**config.mk**
```make
export PLATFORM = sky130hd
export DESIGN_NAME = dsp_cmd_decoder
export DESIGN_NICKNAME = d
export VERILOG_FILES = /design/src/common/dsp_cmd_pkg.sv /design/src/design/dsp_cmd_decoder.sv
export SDC_FILE = /design/constraint.sdc
export NUM_CORES = 1
export LEC_CHECK = 0
export BUFFER_PORTS_ARGS = -buffer_cell sky130_fd_sc_hd__buf_2
export CAP_MARGIN = 20
export CELL_PAD_IN_SITES_DETAIL_PLACEMENT = 0
export CELL_PAD_IN_SITES_GLOBAL_PLACEMENT = 1
export CORE_MARGIN = 4
export CORE_UTILIZATION = 45
export DETAILED_ROUTE_END_ITERATION = 6
export PLACE_DENSITY_LB_ADDON = 0.1
export REMOVE_ABC_BUFFERS = 1
export SYNTH_ARGS = -nofsm -noshare
export SYNTH_HDL_FRONTEND = slang
export SYNTH_SLANG_ARGS = --single-unit
```
**constraint.sdc**
```tcl
create_clock -name aclk -period 13.35 [get_ports aclk]
set_input_delay 2.67 -clock aclk [delete_from_list [all_inputs] [get_ports aclk]]
set_output_delay 2.67 -clock aclk [all_outputs]
set_load 0.01 [all_outputs]
```
**src/common/dsp_cmd_pkg.sv**
```systemverilog
/*
 Constants for the host command decoder: register offsets, opcodes,
 reset values and clock rates.
 Assumes a 25 MHz system clock and 32-bit AXI4-Lite register access.
*/
package dsp_cmd_pkg;
   // ----------------------------------------
   // register offsets (byte addresses)
   // ----------------------------------------
   localparam logic [7:0] CMD_OFS = 8'h00;
   localparam logic [7:0] STATUS_OFS = 8'h04;
   localparam logic [7:0] RDATA_OFS = 8'h08;
   localparam logic [7:0] CONFIG_OFS = 8'h0c;
   localparam logic [7:0] TIMER_OFS = 8'h10;
   localparam logic [7:0] DAC_OFS = 8'h14;
   localparam logic [7:0] BLOCK_OFS = 8'h18;
   // ----------------------------------------
   // field positions and reset values
   // ----------------------------------------
   localparam int STAT_BUSY = 0;
   localparam int STAT_AVAIL = 1;
   localparam int STAT_IRQ = 2;
   localparam int STAT_RATE_ERR = 3;
   localparam int STAT_IDLE = 6;
   localparam int CFG_SRST = 0;
   localparam int CFG_STEREO = 1;
   localparam int CFG_GAIN_LSB = 8;
   localparam logic [3:0] GAIN_RESET = 4'h8;
   localparam logic [7:0] TIMER_X_RESET = 8'h83; // 1 MHz / 125 = 8 kHz
   localparam logic [1:0] RESP_OKAY = 2'h0;
   localparam logic [1:0] RESP_DECERR = 2'h3;
   // ----------------------------------------
   // opcodes
   // ----------------------------------------
   localparam logic [7:0] OP_DAC8 = 8'h10;
   localparam logic [7:0] OP_DAC16 = 8'h11;
   localparam logic [7:0] OP_PLAY8 = 8'h14;
   localparam logic [7:0] OP_PLAY16 = 8'h15;
   localparam logic [7:0] OP_PLAY8_AUTO = 8'h1c;
   localparam logic [7:0] OP_PLAY16_AUTO = 8'h1d;
   localparam logic [7:0] OP_ADC8 = 8'h20;
   localparam logic [7:0] OP_ADC16 = 8'h21;
   localparam logic [7:0] OP_REC8 = 8'h24;
   localparam logic [7:0] OP_REC16 = 8'h25;
   localparam logic [7:0] OP_REC8_AUTO = 8'h2c;
   localparam logic [7:0] OP_REC16_AUTO = 8'h2d;
   localparam logic [7:0] OP_MIDI_IN = 8'h30;
   localparam logic [7:0] OP_MIDI_IN_IRQ = 8'h31;
   localparam logic [7:0] OP_MIDI_UART = 8'h34;
   localparam logic [7:0] OP_MIDI_UART_IRQ = 8'h35;
   localparam logic [7:0] OP_MIDI_OUT = 8'h38;
   localparam logic [7:0] OP_TIMER = 8'h40;
   localparam logic [7:0] OP_TIMER_ALT = 8'h41;
   localparam logic [7:0] OP_FILTER = 8'h42;
   localparam logic [7:0] OP_BLOCK = 8'h48;
   localparam logic [7:0] OP_HS_REC_AUTO = 8'h98;
   localparam logic [7:0] OP_HS_REC = 8'h99;
   // ----------------------------------------
   // clock rates and rate ceilings
   // ----------------------------------------
   localparam int unsigned CLK_HZ = 25_000_000;
   localparam int unsigned TIMER_HZ = 1_000_000;
   localparam int unsigned TIMER_ALT_HZ = 1_500_000;
   localparam int unsigned FILTER_HZ = 7_160_000;
   localparam int unsigned RATE_HI_KHZ = 44;
   localparam int unsigned RATE_LO_KHZ = 22;
   typedef enum {DEC_IDLE, DEC_PARAM1, DEC_PARAM2} dec_state_type;
   typedef enum logic [1:0] {MIDI_OFF, MIDI_INPUT, MIDI_UART} midi_mode_type;
endpackage

```
**src/design/dsp_cmd_decoder.sv**
```systemverilog
/*
 Host command decoder for the compatibility-mode sound engine, with its
 AXI4-Lite register slave, sample timer and filter clock generators.
 Assumes a 25 MHz aclk, a synchronous active-low reset, and that the
 host polls the busy bit before each byte written to the command port.
*/
// Decided for this implementation: register access over AXI4-Lite and the placing of the registers.
`timescale 1ns/10ps
`default_nettype none
module dsp_cmd_decoder (
   input wire logic aclk,
   input wire logic aresetn,
   input wire logic awvalid,
   output logic awready,
   input wire logic [7:0] awaddr,
   input wire logic wvalid,
   output logic wready,
   input wire logic [31:0] wdata,
   input wire logic [3:0] wstrb,
   output logic bvalid,
   input wire logic bready,
   output logic [1:0] bresp,
   input wire logic arvalid,
   output logic arready,
   input wire logic [7:0] araddr,
   output logic rvalid,
   input wire logic rready,
   output logic [31:0] rdata,
   output logic [1:0] rresp,
   output logic [15:0] dac_data,
   output logic dac_wide,
   output logic dac_strobe,
   input wire logic [15:0] adc_sample,
   output logic agc_enable,
   output logic [3:0] adc_gain,
   output logic dma_start,
   output logic dma_record,
   output logic dma_wide,
   output logic dma_auto,
   output logic dma_stereo,
   output logic dma_high_speed,
   output logic [15:0] dma_count,
   output logic sample_tick,
   output logic filter_tick,
   input wire logic midi_rx_valid,
   input wire logic [7:0] midi_rx_data,
   output logic midi_tx_valid,
   input wire logic midi_tx_ready,
   output logic [7:0] midi_tx_data,
   output logic midi_irq
);
   import dsp_cmd_pkg::*;

   // ----------------------------------------
   // helpers
   // ----------------------------------------
   // parameter bytes each opcode gathers; unknown opcodes take none
   function automatic logic [1:0] param_count(input logic [7:0] op);
      case (op)
         OP_DAC8, OP_MIDI_OUT, OP_TIMER, OP_TIMER_ALT, OP_FILTER: param_count = 2'h1;
         OP_DAC16, OP_PLAY8, OP_PLAY16, OP_REC8, OP_REC16, OP_BLOCK: param_count = 2'h2;
         default: param_count = 2'h0;
      endcase
   endfunction

   // true when base/(256-x) stays below the next whole kHz above the ceiling
   function automatic logic rate_ok(input logic [7:0] x, input logic alt,
                                    input int unsigned limit_khz);
      int unsigned base;
      int unsigned div;
      base = alt ? TIMER_ALT_HZ : TIMER_HZ;
      div = 256 - int'(x);
      rate_ok = base < (limit_khz + 1) * 1000 * div;
   endfunction

   // ----------------------------------------
   // register bus state
   // ----------------------------------------
   logic [7:0] aw_addr;
   logic [31:0] w_data;
   logic [3:0] w_strb;
   logic wr_fire;
   logic rd_take;
   logic cmd_write;
   logic rdata_read;
   logic soft_rst;
   logic stereo;
   logic rate_err;
   logic [7:0] timer_x;
   logic [7:0] filter_x;
   logic timer_alt;
   logic [15:0] block_size;
   logic [7:0] read_byte;
   logic [7:0] hi_byte;
   logic hi_pending;
   logic data_avail;
   logic irq_en;
   midi_mode_type midi_mode;
   dec_state_type dec_state;
   logic [7:0] opcode;
   logic [7:0] param_lo;

   // write executes once both address and data are held and no answer is out
   assign wr_fire = !awready && !wready && !bvalid;
   assign rd_take = arvalid && arready;
   assign cmd_write = wr_fire && aw_addr == CMD_OFS && w_strb[0];
   assign rdata_read = rd_take && araddr == RDATA_OFS;

   // ----------------------------------------
   // AXI4-Lite write channels
   // ----------------------------------------
   // address and data are taken in either order, one write at a time
   always_ff @(posedge aclk) begin
      if (!aresetn) begin
         awready <= 1'b1;
         wready <= 1'b1;
         bvalid <= 1'b0;
         bresp <= RESP_OKAY;
         aw_addr <= 8'h00;
         w_data <= 32'h0000_0000;
         w_strb <= 4'h0;
      end else begin
         if (awvalid && awready) begin
            awready <= 1'b0;
            aw_addr <= awaddr;
         end
         if (wvalid && wready) begin
            wready <= 1'b0;
            w_data <= wdata;
            w_strb <= wstrb;
         end
         if (wr_fire) begin
            bvalid <= 1'b1;
            bresp <= (aw_addr <= BLOCK_OFS && aw_addr[1:0] == 2'h0) ? RESP_OKAY
                                                                   : RESP_DECERR;
         end
         if (bvalid && bready) begin
            bvalid <= 1'b0;
            awready <= 1'b1;
            wready <= 1'b1;
         end
      end
   end

   // ----------------------------------------
   // AXI4-Lite read channels
   // ----------------------------------------
   // data is captured at the address edge, so read side effects happen then
   always_ff @(posedge aclk) begin
      if (!aresetn) begin
         arready <= 1'b1;
         rvalid <= 1'b0;
         rdata <= 32'h0000_0000;
         rresp <= RESP_OKAY;
      end else begin
         if (rd_take) begin
            arready <= 1'b0;
            rvalid <= 1'b1;
            rresp <= RESP_OKAY;
            case (araddr)
               CMD_OFS: rdata <= 32'h0000_0000;
               STATUS_OFS: rdata <= {25'h0, dec_state == DEC_IDLE, midi_mode,
                                     rate_err, midi_irq, data_avail, midi_tx_valid};
               RDATA_OFS: rdata <= {24'h0, read_byte};
               CONFIG_OFS: rdata <= {20'h0, adc_gain, 6'h0, stereo, 1'b0};
               TIMER_OFS: rdata <= {15'h0, timer_alt, filter_x, timer_x};
               DAC_OFS: rdata <= {15'h0, dac_wide, dac_data};
               BLOCK_OFS: rdata <= {16'h0, block_size};
               default: begin
                  rdata <= 32'h0000_0000;
                  rresp <= RESP_DECERR;
               end
            endcase
         end
         if (rvalid && rready) begin
            rvalid <= 1'b0;
            arready <= 1'b1;
         end
      end
   end

   // ----------------------------------------
   // configuration register
   // ----------------------------------------
   // soft reset is a one-cycle pulse; stereo flag and gain survive it
   always_ff @(posedge aclk) begin
      if (!aresetn) begin
         soft_rst <= 1'b0;
         stereo <= 1'b0;
         adc_gain <= GAIN_RESET;
      end else begin
         soft_rst <= 1'b0;
         if (wr_fire && aw_addr == CONFIG_OFS) begin
            if (w_strb[0]) begin
               soft_rst <= w_data[CFG_SRST];
               stereo <= w_data[CFG_STEREO];
            end
            if (w_strb[1])
               adc_gain <= w_data[CFG_GAIN_LSB +: 4];
         end
      end
   end

   // ----------------------------------------
   // command decoding
   // ----------------------------------------
   logic dec_byte;
   logic exec;
   logic [7:0] exec_op;
   logic [7:0] arg_lo;
   logic [7:0] arg_hi;

   // a command-port byte reaches the decoder only outside the MIDI modes
   always_comb begin
      dec_byte = cmd_write && midi_mode == MIDI_OFF;
      exec = 1'b0;
      exec_op = opcode;
      arg_lo = w_data[7:0];
      arg_hi = 8'h00;
      case (dec_state)
         DEC_IDLE: begin
            exec_op = w_data[7:0];
            exec = dec_byte && param_count(w_data[7:0]) == 2'h0;
         end
         DEC_PARAM1: exec = dec_byte && param_count(opcode) == 2'h1;
         DEC_PARAM2: begin
            arg_lo = param_lo; // low byte came first
            arg_hi = w_data[7:0];
            exec = dec_byte;
         end
         default: exec = 1'b0;
      endcase
   end

   // byte gathering: opcode, then as many parameters as it needs
   always_ff @(posedge aclk) begin
      if (!aresetn || soft_rst) begin
         dec_state <= DEC_IDLE;
         opcode <= 8'h00;
         param_lo <= 8'h00;
      end else if (dec_byte) begin
         case (dec_state)
            DEC_IDLE: begin
               opcode <= w_data[7:0];
               if (param_count(w_data[7:0]) != 2'h0)
                  dec_state <= DEC_PARAM1;
            end
            DEC_PARAM1: begin
               param_lo <= w_data[7:0];
               dec_state <= (param_count(opcode) == 2'h2) ? DEC_PARAM2 : DEC_IDLE;
            end
            default: dec_state <= DEC_IDLE;
         endcase
      end
   end

   // ----------------------------------------
   // command effects
   // ----------------------------------------
   logic [15:0] arg_word;
   logic play_ok;
   logic rec_ok;
   assign arg_word = {arg_hi, arg_lo};
   // 16-bit playback and normal recording share the lower ceiling
   assign play_ok = rate_ok(timer_x, timer_alt, exec_op[0] ? RATE_LO_KHZ : RATE_HI_KHZ);
   assign rec_ok = rate_ok(timer_x, timer_alt, exec_op[7] ? RATE_HI_KHZ : RATE_LO_KHZ);

   // a start that would exceed the ceiling is refused and flags rate_err
   always_ff @(posedge aclk) begin
      if (!aresetn || soft_rst) begin
         dac_data <= 16'h8000;
         dac_wide <= 1'b0;
         dac_strobe <= 1'b0;
         dma_start <= 1'b0;
         dma_record <= 1'b0;
         dma_wide <= 1'b0;
         dma_auto <= 1'b0;
         dma_stereo <= 1'b0;
         dma_high_speed <= 1'b0;
         dma_count <= 16'h0000;
         agc_enable <= 1'b1;
         rate_err <= 1'b0;
         block_size <= 16'h0000;
         timer_x <= TIMER_X_RESET;
         filter_x <= TIMER_X_RESET;
         timer_alt <= 1'b0;
      end else begin
         dac_strobe <= 1'b0;
         dma_start <= 1'b0;
         // clear first so a refusal in the same cycle still sets the flag
         if (wr_fire && aw_addr == STATUS_OFS && w_strb[0] && w_data[STAT_RATE_ERR])
            rate_err <= 1'b0;
         if (exec) begin
            case (exec_op)
               OP_DAC8: begin
                  dac_data <= {arg_lo, 8'h00};
                  dac_wide <= 1'b0;
                  dac_strobe <= 1'b1;
               end
               OP_DAC16: begin
                  dac_data <= arg_word;
                  dac_wide <= 1'b1;
                  dac_strobe <= 1'b1;
               end
               OP_PLAY8, OP_PLAY16, OP_PLAY8_AUTO, OP_PLAY16_AUTO: begin
                  if (play_ok) begin
                     dma_start <= 1'b1;
                     dma_record <= 1'b0;
                     dma_wide <= exec_op[0];
                     dma_auto <= exec_op[3];
                     dma_stereo <= stereo;
                     dma_high_speed <= 1'b0;
                     dma_count <= exec_op[3] ? block_size : arg_word;
                  end else begin
                     rate_err <= 1'b1;
                  end
               end
               OP_REC8, OP_REC16, OP_REC8_AUTO, OP_REC16_AUTO,
               OP_HS_REC_AUTO, OP_HS_REC: begin
                  if (rec_ok) begin
                     dma_start <= 1'b1;
                     dma_record <= 1'b1;
                     dma_wide <= exec_op[0] && !exec_op[7];
                     dma_auto <= (exec_op[3] && !exec_op[7])
                                 || exec_op == OP_HS_REC_AUTO;
                     dma_stereo <= 1'b0;
                     dma_high_speed <= exec_op[7];
                     dma_count <= (exec_op[3] || exec_op[7]) ? block_size : arg_word;
                     agc_enable <= !exec_op[0] && !exec_op[7];
                  end else begin
                     rate_err <= 1'b1;
                  end
               end
               OP_ADC8: agc_enable <= 1'b1;
               OP_ADC16: agc_enable <= 1'b0;
               OP_TIMER, OP_TIMER_ALT: begin
                  timer_x <= arg_lo;
                  timer_alt <= exec_op[0];
                  filter_x <= arg_lo;
               end
               OP_FILTER: filter_x <= arg_lo;
               OP_BLOCK: block_size <= arg_word;
               default: ;
            endcase
         end
      end
   end

   // ----------------------------------------
   // read data, MIDI modes and MIDI output
   // ----------------------------------------
   // a received byte is set after the read clears, so it is never lost
   always_ff @(posedge aclk) begin
      if (!aresetn || soft_rst) begin
         midi_mode <= MIDI_OFF;
         irq_en <= 1'b0;
         midi_irq <= 1'b0;
         read_byte <= 8'h00;
         hi_byte <= 8'h00;
         hi_pending <= 1'b0;
         data_avail <= 1'b0;
         midi_tx_valid <= 1'b0;
         midi_tx_data <= 8'h00;
      end else begin
         if (midi_tx_valid && midi_tx_ready)
            midi_tx_valid <= 1'b0;
         if (rdata_read) begin
            midi_irq <= 1'b0;
            if (hi_pending) begin
               read_byte <= hi_byte; // high byte follows the low one
               hi_pending <= 1'b0;
            end else begin
               data_avail <= 1'b0;
            end
         end
         if (cmd_write && midi_mode == MIDI_INPUT)
            midi_mode <= MIDI_OFF; // written value dropped
         if (cmd_write && midi_mode == MIDI_UART && !midi_tx_valid) begin
            midi_tx_data <= w_data[7:0];
            midi_tx_valid <= 1'b1;
         end
         if (exec) begin
            case (exec_op)
               OP_ADC8: begin
                  read_byte <= adc_sample[15:8];
                  data_avail <= 1'b1;
               end
               OP_ADC16: begin
                  read_byte <= adc_sample[7:0];
                  hi_byte <= adc_sample[15:8];
                  hi_pending <= 1'b1;
                  data_avail <= 1'b1;
               end
               OP_MIDI_IN, OP_MIDI_IN_IRQ: begin
                  midi_mode <= MIDI_INPUT;
                  irq_en <= exec_op[0];
               end
               OP_MIDI_UART, OP_MIDI_UART_IRQ: begin
                  midi_mode <= MIDI_UART;
                  irq_en <= exec_op[0];
               end
               OP_MIDI_OUT: if (!midi_tx_valid) begin
                  midi_tx_data <= arg_lo;
                  midi_tx_valid <= 1'b1;
               end
               default: ;
            endcase
         end
         if (midi_rx_valid && midi_mode != MIDI_OFF) begin
            read_byte <= midi_rx_data;
            hi_pending <= 1'b0;
            data_avail <= 1'b1;
            if (irq_en)
               midi_irq <= 1'b1;
         end
      end
   end

   // ----------------------------------------
   // sample timer and filter clock
   // ----------------------------------------
   // a phase accumulator makes the 1, 1.5 and 7.16 MHz bases from aclk,
   // so ticks jitter by one aclk but hold the right mean rate
   logic [1:0] tick;
   genvar gi;
   generate
      for (gi = 0; gi < 2; gi++) begin : gen_rate
         logic [25:0] acc;
         logic [8:0] cnt;
         logic [25:0] base;
         logic [25:0] sum;
         logic [8:0] div;
         assign base = (gi == 1) ? 26'(FILTER_HZ) : (timer_alt ? 26'(TIMER_ALT_HZ)
                                                               : 26'(TIMER_HZ));
         assign sum = acc + base;
         assign div = 9'h100 - {1'b0, (gi == 1) ? filter_x : timer_x};
         always_ff @(posedge aclk) begin
            if (!aresetn) begin
               acc <= 26'h0;
               cnt <= 9'h0;
               tick[gi] <= 1'b0;
            end else begin
               tick[gi] <= 1'b0;
               if (sum >= 26'(CLK_HZ)) begin
                  acc <= sum - 26'(CLK_HZ);
                  if (cnt >= div - 9'h1) begin
                     cnt <= 9'h0;
                     tick[gi] <= 1'b1; // base/(256-X)
                  end else begin
                     cnt <= cnt + 9'h1;
                  end
               end else begin
                  acc <= sum;
               end
            end
         end
      end
   endgenerate

   // filter tick drives the switched-capacitor filter, corner near 1/82 of it
   assign sample_tick = tick[0];
   assign filter_tick = tick[1];
endmodule
`default_nettype wire

```
==> qor.yml, run 1 <==
status: "finished with violations"
violations: "DRC"
hold_viol_final: 0
first_global_vias: 17500
drt-pass1-iter-count: 7
yosysSeqAreaShare_pct: 23.1
ant_nets: 0
io_pins: 183
cts_max_level: 1
grt_start_max_net_pins: 86
slew_headroom_pct: 28.9
grt_pass1_wl_um: 93600
post_drt_wl_per_cell_um: 18.5
dp_hpwl_um: 44200
max_freq_ghz: 0.107
multi_input_area_um2: 14500
grt_usage_pct: 22.7
totalWireLength_um: 57900
insertion_delay_ps: 570
clockBufferDepth: 3
cts_tree: "yes"
drive_above_1_share_pct: 10.8
yosys_warnings: 0
fp.dieW_um: 221
synthToLayoutAreaGrowth_pct: 9.17
cpMostUsedCell: "ha_1"
final.setup.tns_ps: 0
cpMaxStageDelayCell: "xor2_1"
timing.hold.ws_ps: 451
ctsHoldBuffers: 0
cts_setup_buffers: 0
post-route-util_pct: 50.2
finalPower_w: 0.00323
ys_seq_elements: 237
rsz0062_at_grt: "no"
finalCritPeriodShare_pct: 70.3
synth_cell_types: 92
viasPerCell: 5.72
ir_drop_mv: 0.112
seq_area_um2: 4740
drc: 18
final.fill_count: 4307
initial_utilization_pct: 46.0
port_buffers: 145
cpPeakStageDelay_ps: 600
synth_edf_count: 0
grt.overflow.total: 0
pre_cts_ws_ps: 4010
cp-end-kind: "flip-flop"
power_leakage_nw: 9.93
async_flop_share_pct: 0
power_density_nw_per_um2: 144
fin_skew_ps: 47.9
maxCapViolations: 0
cts_root_buffer: "clkbuf_16"
drv_slew: 0
finalCriticalPeriod_ps: 9380
netlist_area_um2: 20500
setup_viol: 0
die_area_um2: 49100
cp_max_fo: 20
fp.dieH_um: 221
via_count: 18000
drtIter0Drc: 1266
critPathKind: "flip-flop to flip-flop"
syn_inst: 2466
cp-start-kind: "flip-flop"
cp.arrival_ps: 9780
worst_slack_ps: 3970
grt_antenna_before_repair: 1
tightest_slew_ps: 1040
core_um2: 44600
fin_nets: 2948
cts_buffers: 26
num_rows: 77
cts.clk_slew.worst_paths_ps: 60
cts.sinks: 237
synthFlopType: "dfxtp_1"
layout_common_cells: "nand2_1, dfxtp_1, ha_1, nor2_1, inv_1"
gp_congestion: 0.843
post_cts_resized: 0
min_path_type: "flip-flop to flip-flop"
cp.required_ps: 13750
syn_area_per_cell_um2: 8.32
[registers in the layout (all words and copies together), names as in the netlist, 12 cells and up]
name	flops
gen_rate.cnt	18
dma_count	16
gen_rate.acc	41
block_size	16
rdata	17
dac_data	16
w_data	12
[worst paths after layout]
path         slack [ps]  cells after the start                     from                    endpoint
max                3970                     31  timer_x[0]$_SDFFE_PP1P_  dma_count[15]$_SDFFE_PP0P_
min reg2reg         450                      2      stereo$_SDFFE_PN0P_         stereo$_SDFFE_PN0P_
max reg2reg        3970                     31  timer_x[0]$_SDFFE_PP1P_  dma_count[15]$_SDFFE_PP0P_
min                 450                      2      stereo$_SDFFE_PN0P_         stereo$_SDFFE_PN0P_
[worst max-delay path, delay by kind of cell (launching register included)]
family / cells / cell delay (ps)
buf+inv: 5 / 1050
xor+xnor: 2 / 790
mux: 2 / 260
flops: 1 / 310
fa+ha+maj: 8 / 3180
compound gates: 10 / 2560
simple gates: 4 / 1010
[where the power goes]
group | switching (W) | total, W | internal, W
sequential | 0.0000630 | 0.000809 | 0.000746
clock | 0.000300 | 0.000710 | 0.000410
combinational | 0.00101 | 0.00171 | 0.000698
[kinds of logic after synthesis]
| logic type | Yosys count | synth area share [%] |
|---|---|---|
| other | 2 | 0.0366 |
| AND/OR/NAND/NOR | 788 | 18.5 |
| AO/OA/AOI/OAI | 598 | 19.1 |
| XOR/XNOR | 80 | 3.42 |
| flip-flops | 237 | 23.1 |
| multiplexers | 96 | 4.83 |
| buffers and inverters | 329 | 6.77 |
| adder cells (fa/ha/maj) | 336 | 24.2 |
[cell usage after synthesis (all sizes together) (33+ instances only)]
master  instances  area, µm²
a211oi         57        433
a21oi         165        830
a31oi          33        206
buf            51        343
clkbuf        112        422
dfxtp         237       4740
fa            101       2020
ha            235       2940
inv           166        623
mux2i          75        751
nand2         237        890
nand3          61        310
nor2          229        876
nor3           43        215
o21ai         121        609
xnor2          38        333
xor2           42        368
[stage by stage]
| stage | std cells | area, µm² |
|---|---|---|
| after floorplan | 2328 | 19800 |
| after global placement | 3090 | 21500 |
| after detailed placement | 3090 | 21500 |
| after CTS | 3136 | 22400 |
| after global routing | 3137 | 22400 |
| final | 3138 | 22400 |
[per-layer routing]
layer  global-route usage [%]  vias to the layer above  wire [µm]  part of all wire, %
met5                        0                        -          0                    0
met4                     5.10                        0       1310                  2.3
met3                     3.18                       80       2880                  5.0
met2                     37.7                      392      26700                   46
met1                     31.7                     8660      27000                   47
li1                         -                     8828          -                    -
[final cells by class]
class	instances	area share (%)
multi-input cells	1925	64.9
flip-flops and latches	237	21.2
repair buffers	171	4.11
clock buffers	38	3.38
well taps	592	3.31
inverters	166	2.78
clock inverters	8	0.352
diodes	1	0.0112
(Power assumes the default switching activity.)
==> inputs of run 2 (changes only) <==
CORE_UTILIZATION = 42   (was 45)
clock period = 8.5 ns   (was 13.35 ns; I/O delays follow)
==> run 2 against run 1 <==
Compared with the run above: combinational power grew 69%; power grew 64%; sequential share of layout area down 0.60 points; maximum frequency is 17% higher; routed wire length increased by 2.6%; largest cell class unchanged; critical path depth unchanged; the flow now finishes without violations; highest routed layer is now met5; non-clock buffer count rose by 57; first-iteration DRC count decreased by 2.2%; sequential cell count is the same; worst hold slack gained 0.75 ps; register-to-register slack lost 3500 ps.
==> qor.yml, run 2 (synthesized netlist as in run 1, its figures left out) <==
via_count: 18100
timing.hold.ws_ps: 452
design_area_um2: 23100
core_um2: 48000
p_sw_w: 0.00226
slew_headroom_pct: 26.1
power_leakage_nw: 10.3
cts_tree: "yes"
min_path_type: "flip-flop to flip-flop"
status: "finished clean"
setup_viol: 0
cts_buffers: 27
power_frac_comb_pct: 54.5
drtIter0Drc: 1238
drive_above_1_share_pct: 13.9
swShare_pct: 42.6
first_global_vias: 17600
grt_antenna_before_repair: 2
reg2reg_to: "dma_high_speed$_SDFFE_PP0P_"
maxCapViolations: 0
r2r_setup_slack_ps: 460
max_freq_ghz: 0.124
regMostFlops: "gen_rate.acc"
synthToLayoutAreaGrowth_pct: 12.4
drt-pass1-iter-count: 5
drc: 0
power_density_nw_per_um2: 230
grt_pass1_wl_um: 95800
cp-end-kind: "flip-flop"
crit_end: "dma_high_speed$_SDFFE_PP0P_"
worst_slack_ps: 458
pre_cts_ws_ps: 0.290
cp-start-kind: "flip-flop"
worstSetupStartpoint: "timer_x[1]$_SDFFE_PP1P_"
drv_slew: 0
num_rows: 80
antenna_cells: 0
ant_nets: 0
ctsHoldBuffers: 0
cts.sinks: 237
initial_utilization_pct: 42.7
cpMostUsedCell: "ha_1"
ir_drop_mv: 0.159
viasPerCell: 5.62
largest_register_ffs: 41
place_inst: 3158
dpl-instance-area_um2: 21900
cpPeakStageDelay_ps: 600
finalCriticalPeriod_ps: 8040
fin_nets: 3006
cp.arrival_ps: 8470
io_pins: 183
cts.clk_slew.worst_paths_ps: 60
dp_hpwl_um: 45900
clkPwrFrac_pct: 21.5
grt_start_max_net_pins: 86
post-route-util_pct: 48.0
instances_no_fill: 3220
cts_max_level: 1
cpMaxStageDelayCell: "fa_1"
final.fill_count: 4815
pwr-share-seq_pct: 24.0
fin_skew_ps: 9.13
die_area_um2: 52400
cp.required_ps: 8930
gp_congestion: 0.892
clockBufferDepth: 3
post_drt_wl_per_cell_um: 18.5
cts_root_buffer: "clkbuf_16"
fp.dieH_um: 229
fp.dieW_um: 229
tightest_slew_ps: 1080
largest_registers: "gen_rate.acc x41, gen_rate.cnt x18, rdata x17"
intPower_w: 0.00304
insertion_delay_ps: 550
finalCritPeriodShare_pct: 94.6
ff2ff_path_depth: 31
grt_usage_pct: 21.9
critPathKind: "flip-flop to flip-flop"
cp_max_fo: 10
port_buffers: 145
layout_common_cells: "nand2_1, dfxtp_1, ha_1, nor2_1"
reg2reg_from: "timer_x[1]$_SDFFE_PP1P_"
hold_viol_final: 0
totalWireLength_um: 59400
grt.overflow.total: 0
[run 2: cell count changes in the layout (fill, tap and decap cells not counted), sizes merged]
cell,delta
buf,+56
clkbuf,+3
clkinv,+1
clkinvlp,+1
diode,-1
inv,-1
[run 2: timing repair]
item,in CTS,in global routing
gates resized for setup,2,34
endpoints found under the setup margin,19,24
cloned,0,1
pin swaps,0,1
buffers inserted,0,12
endpoints found under the hold margin,0,0
[run 2: per-layer routing]
metal	vias up	share of wire [%]	wire (µm)	GRT usage, %
met4	2	2.4	1400	4.45
met2	392	46	27500	36.1
met1	8689	47	27900	31.0
met5	-	0.022	13	0
li1	8938	-	-	-
met3	84	4.4	2590	2.82
[run 2: worst min-delay path by stage]
stage                             start                  endpoint  slack [ps]  cells after the start
6_report            stereo$_SDFFE_PN0P_       stereo$_SDFFE_PN0P_         450                      2
4_1_cts             stereo$_SDFFE_PN0P_       stereo$_SDFFE_PN0P_         450                      2
3_5_place_dp     w_data[9]$_SDFFE_PN0P_    w_data[9]$_SDFFE_PN0P_         450                      2
5_1_grt         w_data[10]$_SDFFE_PN0P_   w_data[10]$_SDFFE_PN0P_         470                      2
2_1_floorplan       stereo$_SDFFE_PN0P_       stereo$_SDFFE_PN0P_         430                      2
3_3_place_gp   param_lo[2]$_SDFFE_PP0P_  param_lo[2]$_SDFFE_PP0P_         440                      2
[run 2: metrics by stage]
| step | power, W | setup TNS, ps |
|---|---|---|
| floorplan | 0.00337 | -3390 |
| global placement | 0.00406 | 0 |
| detailed placement | 0.00408 | 0 |
| CTS | 0.00526 | 0 |
| global route | 0.00579 | -838 |
| finish | 0.00530 | 0 |
[run 2: area by class of cell]
cell class / count / area, µm² / share of cell area (%)
well taps: 615 / 769 / 3.34
clock buffers: 40 / 774 / 3.36
inverters: 166 / 627 / 2.72
flip-flops and latches: 237 / 4750 / 20.6
multi-input cells: 1925 / 14700 / 63.6
clock inverters: 9 / 76.3 / 0.331
repair buffers: 228 / 1400 / 6.05
[run 2: critical path: cells and delay by family, from the launching register on]
family	cells	cell delay, ps
AOI/OAI and AO/OA	7	1380
adders and majority gates	9	3410
muxes	1	130
xor gates and xnor gates	2	380
buffers and inverters	3	530
DFF	1	310
and+or+nand+nor	9	1760
[run 2: power by group through the flow]
stage	registers (W)	clock network, W	logic, W
finish	0.00127	0.00114	0.00289
global route	0.00128	0.00122	0.00329
CTS	0.00127	0.00117	0.00282
detailed placement	0.00129	0	0.00279
global placement	0.00129	0	0.00277
floorplan	0.00127	0	0.00210
==> inputs of run 3 (changes only) <==
PLACE_DENSITY = 0.9   (was unset)
PLACE_DENSITY_LB_ADDON = unset   (was 0.1)
clock period = 7.08 ns   (was 8.5 ns; I/O delays follow)
==> run 3 against run 2 <==
Compared with the run above: the flow now finishes with violations (setup timing); sequential cell count unchanged; clock power increased by 27%; largest power group unchanged; sequential power increased by 20%.
==> qor.yml, run 3 (synthesized netlist as in run 1, its figures left out) <==
dp_hpwl_um: 48200
regMostFlops: "gen_rate.acc"
max_freq_ghz: 0.131
design_area_um2: 24900
multi_input_area_um2: 15200
cpPeakStageDelay_ps: 520
seq_area_um2: 4750
clockBufferDepth: 3
setup_viol: 24
grt.overflow.total: 0
clkPwrFrac_pct: 19.0
p_sw_w: 0.00313
cp.arrival_ps: 8100
maxCapViolations: 0
die_area_um2: 52400
gp_congestion: 0.939
cp.required_ps: 7540
finalCritPeriodShare_pct: 108
synthToLayoutAreaGrowth_pct: 21.6
layout_common_cells: "buf_4, dfxtp_1, nand2_1, nor2_1, ha_1"
cts.sinks: 237
cts_root_buffer: "clkbuf_16"
violations: "setup timing"
grt_usage_pct: 22.8
drc: 0
finalCriticalPeriod_ps: 7640
finalPower_w: 0.00765
insertion_delay_ps: 550
largest_registers: "gen_rate.acc x41, gen_rate.cnt x18, rdata x17"
grt_pass1_wl_um: 100000
swShare_pct: 41.0
rsz0062_at_grt: "yes"
min_path_type: "flip-flop to flip-flop"
worst_slack_ps: -557
cts.clk_slew.worst_paths_ps: 70
hold_viol_final: 0
largest_register_ffs: 41
cp-start-kind: "flip-flop"
cp-end-kind: "flip-flop"
intPower_w: 0.00451
cts_tree: "yes"
power_leakage_nw: 11.2
cts_max_level: 1
tightest_slew_ps: 1170
fin_skew_ps: 24.2
power_density_nw_per_um2: 306
drv_slew: 0
fp.dieH_um: 229
critPathKind: "flip-flop to flip-flop"
grt_antenna_before_repair: 0
num_rows: 80
power_frac_comb_pct: 61.1
initial_utilization_pct: 42.7
mostFrequentLayoutCell: "buf_4"
drive_above_1_share_pct: 21.9
totalWireLength_um: 62900
final.fill_count: 4471
pre_cts_ws_ps: -1110
ctsHoldBuffers: 0
core_um2: 48000
cpMaxStageDelayCell: "fa_2"
post_drt_wl_per_cell_um: 18.6
port_buffers: 145
drt-pass1-iter-count: 7
cts_buffers: 26
grt_start_max_net_pins: 74
viasPerCell: 5.68
ant_nets: 0
drtIter0Drc: 1377
dpl-instance-area_um2: 23100
slew_headroom_pct: 19.5
first_global_vias: 19200
cp_max_fo: 8
fin_nets: 3175
via_count: 19300
antenna_cells: 0
io_pins: 183
fp.dieW_um: 229
status: "finished with violations"
pwr-share-seq_pct: 19.9
ir_drop_mv: 0.265
## run 3: changes by cell type in the layout (fill, tap and decap cells not counted), moves of 9 or more
| cell | change |
|---|---|
| buf_4 | +158 |
| ha_1 | -20 |
| ha_4 | +18 |
| buf_6 | +11 |
| a21oi_1 | -9 |
## run 3: critical path, delay by kind of cell (launching register included)
| kind | cells | cell delay, ps |
|---|---|---|
| xor+xnor | 2 | 250 |
| compound gates | 7 | 1130 |
| flops | 1 | 340 |
| simple gates | 8 | 1610 |
| fa+ha+maj | 8 | 3010 |
| buf+inv | 9 | 1030 |
| mux | 1 | 200 |
## run 3: per-layer routing
metal	track usage, %	vias up	part of all wire, %
li1	-	9270	-
met1	28.9	9259	42
met2	39.5	604	48
met3	3.54	118	6.2
met4	8.04	0	3.9
met5	0	-	0
## run 3: area by class of cell
cell class	count	share of cell area (%)
Timing Repair Buffer	398	10.9
Clock buffer	34	2.93
Inverter	166	2.52
Multi-Input combinational cell	1925	60.7
Tap cell	615	3.08
Sequential cell	237	19.0
Clock inverter	13	0.752
## run 3: final timing paths
check,start,to,slack (ps),depth (start not counted)
max,timer_x[2]$_SDFFE_PP0P_,dma_count[3]$_SDFFE_PP0P_,-560,35
min,param_lo[6]$_SDFFE_PP0P_,param_lo[6]$_SDFFE_PP0P_,460,2
max reg2reg,timer_x[2]$_SDFFE_PP0P_,dma_count[3]$_SDFFE_PP0P_,-560,35
min reg2reg,param_lo[6]$_SDFFE_PP0P_,param_lo[6]$_SDFFE_PP0P_,460,2
## run 3: power groups by stage
stage / Sequential [W] / Clock (W) / Combinational, W
finish: 0.00152 / 0.00145 / 0.00467
CTS: 0.00152 / 0.00147 / 0.00436
detailed placement: 0.00155 / 0 / 0.00389
floorplan: 0.00152 / 0 / 0.00253
global route: 0.00154 / 0.00153 / 0.00515
global placement: 0.00154 / 0 / 0.00382
## run 3: through the flow
stage          utilization [%]  TNS [ps]  hold slack [ps]  instances
6_report                  51.9    -11860              456       3388
5_1_grt                   51.9    -18790              475       3388
4_1_cts                   51.4    -12430              454       3379
3_5_place_dp              48.1    -25410              445       3311
3_3_place_gp              48.1    -23190              442       3311
2_1_floorplan                -    -35690              432       2328
## run 3: what timing repair did
| action | CTS | global route |
|---|---|---|
| hold endpoints to repair | 0 | 0 |
| endpoints found under the setup margin | 24 | 24 |
| resized for setup | 101 | 42 |
| setup buffers | 21 | 8 |
| cloned | 1 | 0 |
| pin swaps | 68 | 29 |
